<file path="src/rtl/lrs_map.svh">
// Register offsets, field positions, reset values and timing counts
`ifndef LRS_MAP_SVH
`define LRS_MAP_SVH
`define LRS_OFF_SUPPLY_STATUS 8'h02
`define LRS_OFF_MEMORY_STATUS 8'h03
`define LRS_OFF_DEVICE_STATUS_THREE 8'h04
`define LRS_OFF_DIE_TEMPERATURE 8'h0e
`define LRS_OFF_LOCK_CONTROL 8'h10
`define LRS_OFF_USER_CONFIG 8'h11
`define LRS_BIT_READBACK_ERR 7
`define LRS_BIT_USER_CHECK_ERR 5
`define LRS_BIT_INIT_DONE_LOCK 7
`define LRS_BIT_SUPPLY_REPORT_DIS 3
`define LRS_LOCK_WRITABLE_MASK 8'h8b
`define LRS_KEY_STEP_ONE 2'h0
`define LRS_KEY_STEP_TWO 2'h3
`define LRS_KEY_STEP_THREE 2'h2
`define LRS_RESET_LOCK 8'h00
`define LRS_RESET_TEMPERATURE 8'h00
`define LRS_RESET_USER_CONFIG 8'h00
`define LRS_SUPPLY_RCV_NS 1000
`define LRS_CLK_PERIOD_NS 5
`define LRS_SUPPLY_RCV_CYC (`LRS_SUPPLY_RCV_NS / `LRS_CLK_PERIOD_NS)
`endif

</file>
<file path="src/rtl/lrs_pkg.sv">
// Types shared by the lock, reset and status register block
package lrs_pkg;
  typedef enum logic [1:0] {
    LRS_KEY_IDLE,
    LRS_KEY_GOT_ONE,
    LRS_KEY_GOT_TWO
  } lrs_key_state_t;
endpackage

</file>
<file path="src/rtl/lrs_regs.sv">
// Lock, soft reset, readback and temperature register logic
`timescale 1ns/1ps
`include "lrs_map.svh"
module lrs_regs (
  input wire logic clk_sys_in,
  input wire logic rst_in,
  input wire logic spi_mode_in,
  input wire logic req_valid_in,
  input wire logic req_write_in,
  input wire logic [7:0] req_addr_in,
  input wire logic [7:0] req_wdata_in,
  input wire logic status_tx_in,
  input wire logic [1:0] status_tx_errs_in,
  input wire logic readback_mismatch_in,
  input wire logic temp_valid_in,
  input wire logic [7:0] temp_value_in,
  input wire logic [7:0] supply_errs_in,
  input wire logic selftest_req_in,
  input wire logic fault_inject_in,
  output logic resp_valid_out,
  output logic [7:0] resp_data_out,
  output logic resp_suppress_out,
  output logic resp_error_code_out,
  output logic ack_suppress_out,
  output logic soft_reset_out,
  output logic selftest_start_out,
  output logic selftest_enable_out,
  output logic [7:0] lock_reg_out,
  output logic [7:0] user_cfg_out,
  output logic readback_err_out,
  output logic user_check_err_out,
  output logic [7:0] supply_status_out
);
  // ****************************************
  // Request decode
  // ****************************************
  logic [7:0] lock_reg;
  logic [7:0] user_cfg;
  logic [7:0] die_temp;
  logic readback_err;
  logic user_check_err;
  logic [7:0] supply_flags;
  logic [15:0] supply_timer;
  logic error_reply_due;
  logic [7:0] stored_code;
  logic [7:0] live_code;
  logic [7:0] next_code;
  logic [7:0] next_lock;
  logic [7:0] next_user_cfg;
  logic locked;
  logic is_read;
  logic is_write;
  logic wr_lock;
  logic key_final;
  logic timer_zero;
  lrs_pkg::lrs_key_state_t key_state;

  assign locked = lock_reg[`LRS_BIT_INIT_DONE_LOCK];
  assign is_read = req_valid_in && !req_write_in;
  assign is_write = req_valid_in && req_write_in;
  assign wr_lock = is_write && (req_addr_in == `LRS_OFF_LOCK_CONTROL);
  assign timer_zero = (supply_timer == 16'h0000);
  assign key_final = wr_lock && (key_state == lrs_pkg::LRS_KEY_GOT_TWO) &&
    (req_wdata_in[1:0] == `LRS_KEY_STEP_THREE);

  always_comb begin
    next_lock = lock_reg;
    if (wr_lock) begin
      if (locked) begin
        next_lock = {lock_reg[7:2], req_wdata_in[1:0]};
      end else begin
        next_lock = req_wdata_in & `LRS_LOCK_WRITABLE_MASK;
        next_lock[`LRS_BIT_INIT_DONE_LOCK] =
          req_wdata_in[`LRS_BIT_INIT_DONE_LOCK];
      end
      if (locked) begin
        next_lock[`LRS_BIT_INIT_DONE_LOCK] = 1'b1;
      end
    end else if (is_read) begin
      next_lock = {lock_reg[7:2], 2'h0};
    end
  end

  always_comb begin
    next_user_cfg = user_cfg;
    if (is_write && !locked &&
        (req_addr_in == `LRS_OFF_USER_CONFIG)) begin
      next_user_cfg = req_wdata_in;
    end
  end

  // ****************************************
  // Lock and configuration storage
  // ****************************************
  always_ff @(posedge clk_sys_in or posedge rst_in) begin
    if (rst_in) begin
      lock_reg <= `LRS_RESET_LOCK;
    end else begin
      lock_reg <= next_lock;
    end
  end

  always_ff @(posedge clk_sys_in or posedge rst_in) begin
    if (rst_in) begin
      user_cfg <= `LRS_RESET_USER_CONFIG;
    end else begin
      user_cfg <= next_user_cfg;
    end
  end

  // ****************************************
  // Soft reset key sequence
  // ****************************************
  always_ff @(posedge clk_sys_in or posedge rst_in) begin
    if (rst_in) begin
      key_state <= lrs_pkg::LRS_KEY_IDLE;
    end else if (is_read) begin
      key_state <= lrs_pkg::LRS_KEY_IDLE;
    end else if (wr_lock) begin
      unique case (key_state)
        lrs_pkg::LRS_KEY_IDLE: begin
          if (req_wdata_in[1:0] == `LRS_KEY_STEP_ONE) begin
            key_state <= lrs_pkg::LRS_KEY_GOT_ONE;
          end
        end
        lrs_pkg::LRS_KEY_GOT_ONE: begin
          if (req_wdata_in[1:0] == `LRS_KEY_STEP_TWO) begin
            key_state <= lrs_pkg::LRS_KEY_GOT_TWO;
          end else if (req_wdata_in[1:0] == `LRS_KEY_STEP_ONE) begin
            key_state <= lrs_pkg::LRS_KEY_GOT_ONE;
          end else begin
            key_state <= lrs_pkg::LRS_KEY_IDLE;
          end
        end
        lrs_pkg::LRS_KEY_GOT_TWO: begin
          if (req_wdata_in[1:0] == `LRS_KEY_STEP_ONE) begin
            key_state <= lrs_pkg::LRS_KEY_GOT_ONE;
          end else begin
            key_state <= lrs_pkg::LRS_KEY_IDLE;
          end
        end
        default: begin
          key_state <= lrs_pkg::LRS_KEY_IDLE;
        end
      endcase
    end
  end

  always_ff @(posedge clk_sys_in or posedge rst_in) begin
    if (rst_in) begin
      soft_reset_out <= 1'b0;
    end else begin
      soft_reset_out <= key_final;
    end
  end

  // ****************************************
  // Responses
  // ****************************************
  always_ff @(posedge clk_sys_in or posedge rst_in) begin
    if (rst_in) begin
      resp_valid_out <= 1'b0;
      resp_data_out <= 8'h00;
      ack_suppress_out <= 1'b0;
    end else begin
      resp_valid_out <= req_valid_in && !key_final;
      ack_suppress_out <= key_final && !spi_mode_in;
      if (is_write) begin
        if (req_addr_in == `LRS_OFF_LOCK_CONTROL) begin
          resp_data_out <= next_lock;
        end else if (req_addr_in == `LRS_OFF_USER_CONFIG) begin
          resp_data_out <= next_user_cfg;
        end else begin
          resp_data_out <= 8'h00;
        end
      end else if (is_read) begin
        unique case (req_addr_in)
          `LRS_OFF_DEVICE_STATUS_THREE:
            resp_data_out <= {readback_err, 7'h00};
          `LRS_OFF_MEMORY_STATUS:
            resp_data_out <= {2'h0, user_check_err, 5'h00};
          `LRS_OFF_SUPPLY_STATUS: resp_data_out <= supply_flags;
          `LRS_OFF_DIE_TEMPERATURE: resp_data_out <= die_temp;
          `LRS_OFF_LOCK_CONTROL:
            resp_data_out <= {lock_reg[7:2], 2'h0};
          `LRS_OFF_USER_CONFIG: resp_data_out <= user_cfg;
          default: resp_data_out <= 8'h00;
        endcase
      end
    end
  end

  // ****************************************
  // Status flags and temperature
  // ****************************************
  always_ff @(posedge clk_sys_in or posedge rst_in) begin
    if (rst_in) begin
      readback_err <= 1'b0;
    end else if (spi_mode_in && readback_mismatch_in) begin
      readback_err <= 1'b1;
    end else if ((is_read &&
                 req_addr_in == `LRS_OFF_DEVICE_STATUS_THREE) ||
                 (spi_mode_in && status_tx_in && status_tx_errs_in[0])) begin
      readback_err <= 1'b0;
    end
  end

  always_ff @(posedge clk_sys_in or posedge rst_in) begin
    if (rst_in) begin
      die_temp <= `LRS_RESET_TEMPERATURE;
    end else if (temp_valid_in) begin
      die_temp <= temp_value_in;
    end
  end

  lrs_check_code u_code (
    .lock_bits_in(lock_reg),
    .user_cfg_in(user_cfg ^ {7'h00, fault_inject_in}),
    .code_out(live_code)
  );

  // Code of the values the next edge stores, lock bit included
  lrs_check_code u_next_code (
    .lock_bits_in(next_lock),
    .user_cfg_in(next_user_cfg),
    .code_out(next_code)
  );

  always_ff @(posedge clk_sys_in or posedge rst_in) begin
    if (rst_in) begin
      stored_code <= 8'h00;
    end else if (!locked) begin
      stored_code <= next_code;
    end
  end

  always_ff @(posedge clk_sys_in or posedge rst_in) begin
    if (rst_in) begin
      user_check_err <= 1'b0;
    end else if (locked && (live_code != stored_code)) begin
      user_check_err <= 1'b1;
    end else if ((is_read && req_addr_in == `LRS_OFF_MEMORY_STATUS) ||
                 (spi_mode_in && status_tx_in && status_tx_errs_in[1])) begin
      user_check_err <= 1'b0;
    end
  end

  always_ff @(posedge clk_sys_in or posedge rst_in) begin
    if (rst_in) begin
      selftest_start_out <= 1'b0;
      selftest_enable_out <= 1'b0;
    end else begin
      selftest_enable_out <= !locked;
      selftest_start_out <= selftest_req_in && !locked;
    end
  end

  // ****************************************
  // Supply monitor timer and reporting
  // ****************************************
  always_ff @(posedge clk_sys_in or posedge rst_in) begin
    if (rst_in) begin
      supply_timer <= 16'h0000;
    end else if (supply_errs_in != 8'h00) begin
      supply_timer <= 16'(`LRS_SUPPLY_RCV_CYC);
    end else if (!timer_zero) begin
      supply_timer <= supply_timer - 16'h0001;
    end
  end

  always_ff @(posedge clk_sys_in or posedge rst_in) begin
    if (rst_in) begin
      supply_flags <= 8'h00;
    end else begin
      if (timer_zero && ((is_read &&
          req_addr_in == `LRS_OFF_SUPPLY_STATUS) ||
          (spi_mode_in && !lock_reg[`LRS_BIT_SUPPLY_REPORT_DIS] &&
          status_tx_in))) begin
        supply_flags <= supply_errs_in;
      end else if (spi_mode_in && lock_reg[`LRS_BIT_SUPPLY_REPORT_DIS] &&
                   timer_zero) begin
        supply_flags <= supply_errs_in;
      end else begin
        supply_flags <= supply_flags | supply_errs_in;
      end
    end
  end

  always_ff @(posedge clk_sys_in or posedge rst_in) begin
    if (rst_in) begin
      error_reply_due <= 1'b0;
      resp_error_code_out <= 1'b0;
    end else begin
      if (supply_errs_in != 8'h00 && spi_mode_in &&
          !lock_reg[`LRS_BIT_SUPPLY_REPORT_DIS]) begin
        error_reply_due <= 1'b1;
      end else if (req_valid_in && timer_zero) begin
        error_reply_due <= 1'b0;
      end
      resp_error_code_out <= error_reply_due && timer_zero &&
        req_valid_in;
    end
  end

  always_ff @(posedge clk_sys_in or posedge rst_in) begin
    if (rst_in) begin
      resp_suppress_out <= 1'b0;
    end else begin
      resp_suppress_out <= (supply_errs_in != 8'h00) ||
        !timer_zero;
    end
  end

  // ****************************************
  // Observation outputs
  // ****************************************
  always_ff @(posedge clk_sys_in or posedge rst_in) begin
    if (rst_in) begin
      lock_reg_out <= 8'h00;
      user_cfg_out <= 8'h00;
      readback_err_out <= 1'b0;
      user_check_err_out <= 1'b0;
      supply_status_out <= 8'h00;
    end else begin
      lock_reg_out <= lock_reg;
      user_cfg_out <= user_cfg;
      readback_err_out <= readback_err;
      user_check_err_out <= user_check_err;
      supply_status_out <= supply_flags;
    end
  end
endmodule

</file>
<file path="src/rtl/lrs_check_code.sv">
// Error detection code over lock bits 7:2 and the user configuration bits, lock key bits 1:0 excluded
`timescale 1ns/1ps
module lrs_check_code (
  input wire logic [7:0] lock_bits_in,
  input wire logic [7:0] user_cfg_in,
  output logic [7:0] code_out
);
  always_comb begin
    code_out = {lock_bits_in[7:2], 2'h0} ^ {user_cfg_in[6:0], user_cfg_in[7]};
    code_out = code_out ^ 8'h5a;
  end
endmodule

</file>
<file path="config.mk">
export PLATFORM = sky130hd
export DESIGN_NAME = lrs_regs
export DESIGN_NICKNAME = d
export VERILOG_FILES = /design/src/rtl/lrs_pkg.sv /design/src/rtl/lrs_regs.sv /design/src/rtl/lrs_check_code.sv
export VERILOG_INCLUDE_DIRS = /design/src /design/src/rtl
export SDC_FILE = /design/constraint.sdc
export NUM_CORES = 1
export LEC_CHECK = 0
export ABC_AREA = 1
export BUFFER_PORTS_ARGS = -buffer_cell sky130_fd_sc_hd__clkbuf_2
export CAP_MARGIN = 0
export CORE_MARGIN = 5
export CORE_UTILIZATION = 45
export DETAILED_ROUTE_END_ITERATION = 8
export HOLD_SLACK_MARGIN = 0.08
export PLACE_DENSITY = 0.62
export SLEW_MARGIN = 20
export SYNTH_ARGS = -nofsm -noshare
export SYNTH_HDL_FRONTEND = slang
export SYNTH_SLANG_ARGS = --single-unit
</file>
<file path="constraint.sdc">
create_clock -name clk_sys_in -period 8.8 [get_ports clk_sys_in]
set_input_delay 1.32 -clock clk_sys_in [delete_from_list [all_inputs] [get_ports clk_sys_in]]
set_output_delay 1.32 -clock clk_sys_in [all_outputs]
set_load 0.02 [all_outputs]
</file>
**Word-level counts from Yosys, hierarchy flattened**

Index checks and enable logic that the tools add are counted.

- $add $sub $neg: 1
- Eq/ne operators: 13
- Mux-type cells: 26
- Bitwise logic cells: 6
- Reductions and logical operators: 48

Operators with widths:

| cell | count |
|---|---|
| 2-to-1 mux 8 bit | 9 |
| case mux 8 bit (6 select lines) | 1 |
| 2-to-1 mux 16 bit | 2 |
| logical AND 1 bit | 28 |
| equality test 8 x 2 -> 1 bit (second input constant) | 2 |
| equality test 8 x 5 -> 1 bit (second input constant) | 2 |
| logical NOT 16 bit | 1 |
| subtractor 16 x 1 -> 16 bit (second input constant) | 1 |
| XOR 8 bit | 2 |
| 2-to-1 mux 2 bit | 5 |
| nonzero test 2 bit | 5 |
| equality test 8 x 3 -> 1 bit (second input constant) | 1 |
| equality test 8 x 4 -> 1 bit (second input constant) | 1 |
| 2-to-1 mux 1 bit | 8 |
| inequality test 8 bit | 1 |
| NOT 4 bit | 2 |
| bitwise OR 8 bit | 1 |
| nonzero test 8 bit | 1 |
| XOR 8 x 1 -> 8 bit | 1 |
| equality test 2 bit (second input constant) | 3 |
| logical NOT 1 bit | 6 |
| case mux 2 bit (3 select lines) | 1 |
| logical NOT 2 bit | 2 |
| logical OR 1 bit | 4 |
| 4 further kinds | 4 |

- Register bits: 102
- Input bits: 44
- Word-level logic and storage cells: 117

**Longest topological paths before layout**

- Depth after elaboration: 7
- Depth in mapped cells: 12
- Depth with buffers taken out: 11

**Cells and area by module**

Synthesis repeated with hierarchy kept, for this count alone.

- Cell total of the unflattened synthesis: 645
- Area, all modules: 5176.2 µm²

Modules (own cells, without submodules):

| module | instances | cells each | area each (µm²) | seq. area each (µm²) |
|---|---|---|---|---|
| lrs_regs | 1 | 581 | 4928.5 | 2552.4 |
| lrs_check_code | 2 | 32 | 123.9 | 0.0 |

**Worst setup path before layout**

Ideal clock, no wire load.

- Kind: input to register
- Start: input port req_addr_in[5]
- End: register resp_data_out[2]
- Setup time: 0.119 ns
- Arrival time: 2.183 ns
- Required time: 8.681 ns
- Setup slack: 6.499 ns
- Cell stages on the path: 9
- Path buffers: 1
- Cell sequence: inv_1 > nand2_2 > nor2_8 > nand3_4 > buf_6 > o21ai_2 > nor2_1 > nor2_1 > nand2_1

- Longest elaborated chain between the ends: 6

RTL lines:

| element | RTL line | RTL |
|---|---|---|
| from (decl) | lrs_regs.sv:10 | `input wire logic [7:0] req_addr_in,` |
| equality test 8 x 5 -> 1 bit | lrs_regs.sv:177 | `unique case (req_addr_in)` |
| logical AND 1 bit | lrs_regs.sv:86 | `if (is_write && !locked &&` |
| 2-to-1 mux 8 bit | lrs_regs.sv:86 |  |
| 2-to-1 mux 8 bit | lrs_regs.sv:171 | `` end else if (req_addr_in == `LRS_OFF_USER_CONFIG) begin `` |
| 2-to-1 mux 8 bit | lrs_regs.sv:169 | `` if (req_addr_in == `LRS_OFF_LOCK_CONTROL) begin `` |
| 2-to-1 mux 8 bit * | lrs_regs.sv:168 | `if (is_write) begin` |
| to (signal assigned) | lrs_regs.sv:170 | `resp_data_out <= next_lock;` |
| to (signal assigned) | lrs_regs.sv:172 | `resp_data_out <= next_user_cfg;` |
| to (signal assigned) | lrs_regs.sv:179 | `resp_data_out <= {readback_err, 7'h00};` |
| to (decl) | lrs_regs.sv:21 | `output logic [7:0] resp_data_out,` |

Mark *: on every way between the ends. The rest lies on a longest branch, timed or not. The select of a mux whose other input is x is not followed.
A chain may end at the register's enable or synchronous reset.

**Final worst setup path**

- Start: input port supply_errs_in[4]
- End: register supply_timer[15]

- Longest elaborated chain between the ends: 2

RTL lines:

| element | RTL line | RTL |
|---|---|---|
| from (decl) | lrs_regs.sv:17 | `input wire logic [7:0] supply_errs_in,` |
| nonzero test 8 bit * | lrs_regs.sv:264 | `end else if (supply_errs_in != 8'h00) begin` |
| inequality test 2 x 1 -> 1 bit (no source line) or 2-to-1 mux 16 bit (tied branches) | -- |  |
| to (signal assigned) | lrs_regs.sv:265 | `` supply_timer <= 16'(`LRS_SUPPLY_RCV_CYC); `` |
| to (signal assigned) | lrs_regs.sv:267 | `supply_timer <= supply_timer - 16'h0001;` |
| to (decl) | lrs_regs.sv:43 | `logic [15:0] supply_timer;` |

Mark *: on every way between the ends. The rest lies on a longest branch, timed or not.

==> impl_metrics.toml <==
[power_and_ir_drop]
power.share.clock = 0.412
power.leakage_uw = 0.00306
p_switching_uw = 206
seqPwrFrac = 0.532
intPower_uw = 689
power_density_nw_per_um2 = 151
comb_power_share = 0.055
switching_share = 0.231
ir_worst_vdd_v = 0.0000742

[floorplan]
initial_core_util = 0.454
rows = 39
core_um2 = 11300
fp.dieH_um = 117
dieArea_um2 = 13700
io_pins = 85
die_x_um = 117

[flow_run]
maxCapViolCount = 0

[detailed_routing]
vias = 4335
avgRoutedWirePerCell_um = 15.3
drt-pass1-iter-count = 5
antenna_left = 0
drt-vias-per-instance = 5.06
drcViolationCount = 0
drt_iter0_markers = 319
routed_wl_um = 13100

[cts]
cts_buffer_depth = 2
cts_num_sinks = 102
clk_latency_ps = 340
htreeDepth = 3
postCtsSetupRepairBufs = 0
ctsHoldBuffers = 0
cts_tree = "done"
cts_resized = 0
cts.clk_slew.worst_paths_ps = 70
cts_root_buffer = "clkbuf_16"
cts_buffers = 9

[placed_design]
place_hpwl_um = 9950
port_buffers = 84
gp_congestion = 0.866
place_worst_setup_slack_ps = 5590

[setup_path]
cp.depth = 7
crit_fanout = 13
r2r_start = "lock_reg[7]"
critPathBufInv = 3
cp_cell_sequence = "clkbuf_2 -> inv_1 -> nand4_1 -> nor2_1 -> inv_1 -> nor4_1 -> nor2_1"
cp-start-kind = "primary input"
slowest_stage = "nor2_1"
critPathMaxStageDelay_ps = 710
crit_type = "primary input to flip-flop"
worstPathArrival_ps = 3090
worst_r2r_endpoint = "resp_data_out[1]"
critPathCaptureType = "flip-flop"
cpLargestDelayFamily = "simple AND/OR/NAND/NOR gates"
r2r_slack_ps = 6820
reg2regPathDepth = 8
cp.required_ps = 9010

[sta]
setup_slack_ps = 5920
skew_ps = 6.36
setup_viol = 0
tns_ps = 0
slew_violations = 0
rsz0062_at_grt = "no"
worstMarginPinSlew_ps = 913
fin_crit_sh = 0.327
fin_crit_ps = 2880
slew_headroom = 0.389
max_freq_mhz = 347
hold_violations = 0

[hold_path]
holdPathStages = 0
hold_class = "flip-flop to flip-flop"
worstHoldEndpoint = "lock_reg_out[1]"
worstHoldStart = "lock_reg[1]"

[grt]
grt_start_max_net_pins = 54
track_usage = 0.203
grt_pass1_vias = 4201
grt_overflow = 0
grt_pass1_wl_um = 21500
antenna_found_initial = 0

[synthesis]
seq_area_frac_synth = 0.497
synth_fp_nets = 668
synth-seq-cells = 102
synth_edf_count = 0
syn_inst = 622
synth.avg_cell_area_um2 = 8.26
synth_cell_types = 39
synthArstFlopShare = 1.00
ys.flop_type = "dfrtp_1"
yosys_warnings = 0
netlist_area_um2 = 5140

[cells_and_area]
fillers = 1097
layout_common_cells = "169 x nand2_1, 102 x dfrtp_1, 88 x inv_1"
syn_to_final_growth_pct = 15.7
final_layout_size_suffix_gt1_frac = 0.215
n_antenna_cell = 0
final_common_cell = "nand2_1"
num-nets-final = 754
top_register = "supply_timer"
final_util = 0.525
largest_reg_flops = 16

[outcome]
status = "finished, final reports clean"
## power groups by stage
stage,Sequential (µW),Clock [µW],Combinational [µW]
5_1_grt,477,398,56.4
4_1_cts,476,378,50.5
6_report,476,369,49.6
2_1_floorplan,485,0,27.1
3_3_place_gp,485,0,49.5
3_5_place_dp,485,0,50.4
## metal layers
layer  GRT usage  up-vias  wire [µm]
li1            -     2142          -
met1       0.290     2043       5940
met2       0.319      135       6070
met3      0.0355       15        884
met4      0.0604        0        196
met5           0        -          0
## metrics by stage
step                      hold slack (ps)  cells  power [µW]  instance area [µm²]
after floorplan                       354    622         512                 5140
after global placement                370    840         535                 5680
after detailed placement              368    840         536                 5680
after CTS                             383    856         905                 5950
after global routing                  389    856         931                 5950
final                                 384    856         895                 5950
## cells by family (layout without fill, tap and decap cells)
logic type                 after synthesis  after routing  synth area share
adders and majority gates                2              2           0.00487
and+or+nand+nor                        360            360             0.346
DFF                                    102            102             0.497
AOI/OAI and AO/OA                       44             44            0.0499
muxes                                    4              4           0.00876
xor gates and xnor gates                 7              7            0.0119
buffers and inverters                  103            194            0.0823
## cells in the mapped netlist, types with 8 or more instances
cell type	instances	area share
nand4_1	13	0.016
nand3_2	8	0.016
o21ai_0	19	0.019
nand3_1	72	0.070
inv_1	89	0.065
nor2_1	47	0.034
nand2_2	12	0.015
dfrtp_1	102	0.50
nand2_1	169	0.12
## how the worst max path moves through the flow
stage | start | to | slack [ps]
3_5_place_dp | supply_errs_in[4] | supply_timer[15] | 5590
3_3_place_gp | supply_errs_in[4] | supply_timer[13] | 5620
6_report | supply_errs_in[4] | supply_timer[15] | 5920
4_1_cts | supply_errs_in[4] | supply_timer[11] | 5960
5_1_grt | supply_errs_in[1] | supply_timer[15] | 5700
2_1_floorplan | rst_in | ack_suppress_out | 4800
## cell type report
type,count,area (µm²),share of cell area
Clock buffer,13,250,0.0421
Clock inverter,3,20.0,0.00337
Inverter,93,352,0.0591
Timing Repair Buffer,85,428,0.0720
Multi-Input combinational cell,417,2160,0.364
Tap cell,143,179,0.0301
Sequential cell,102,2550,0.429
Power figures use the tool's default switching activity.
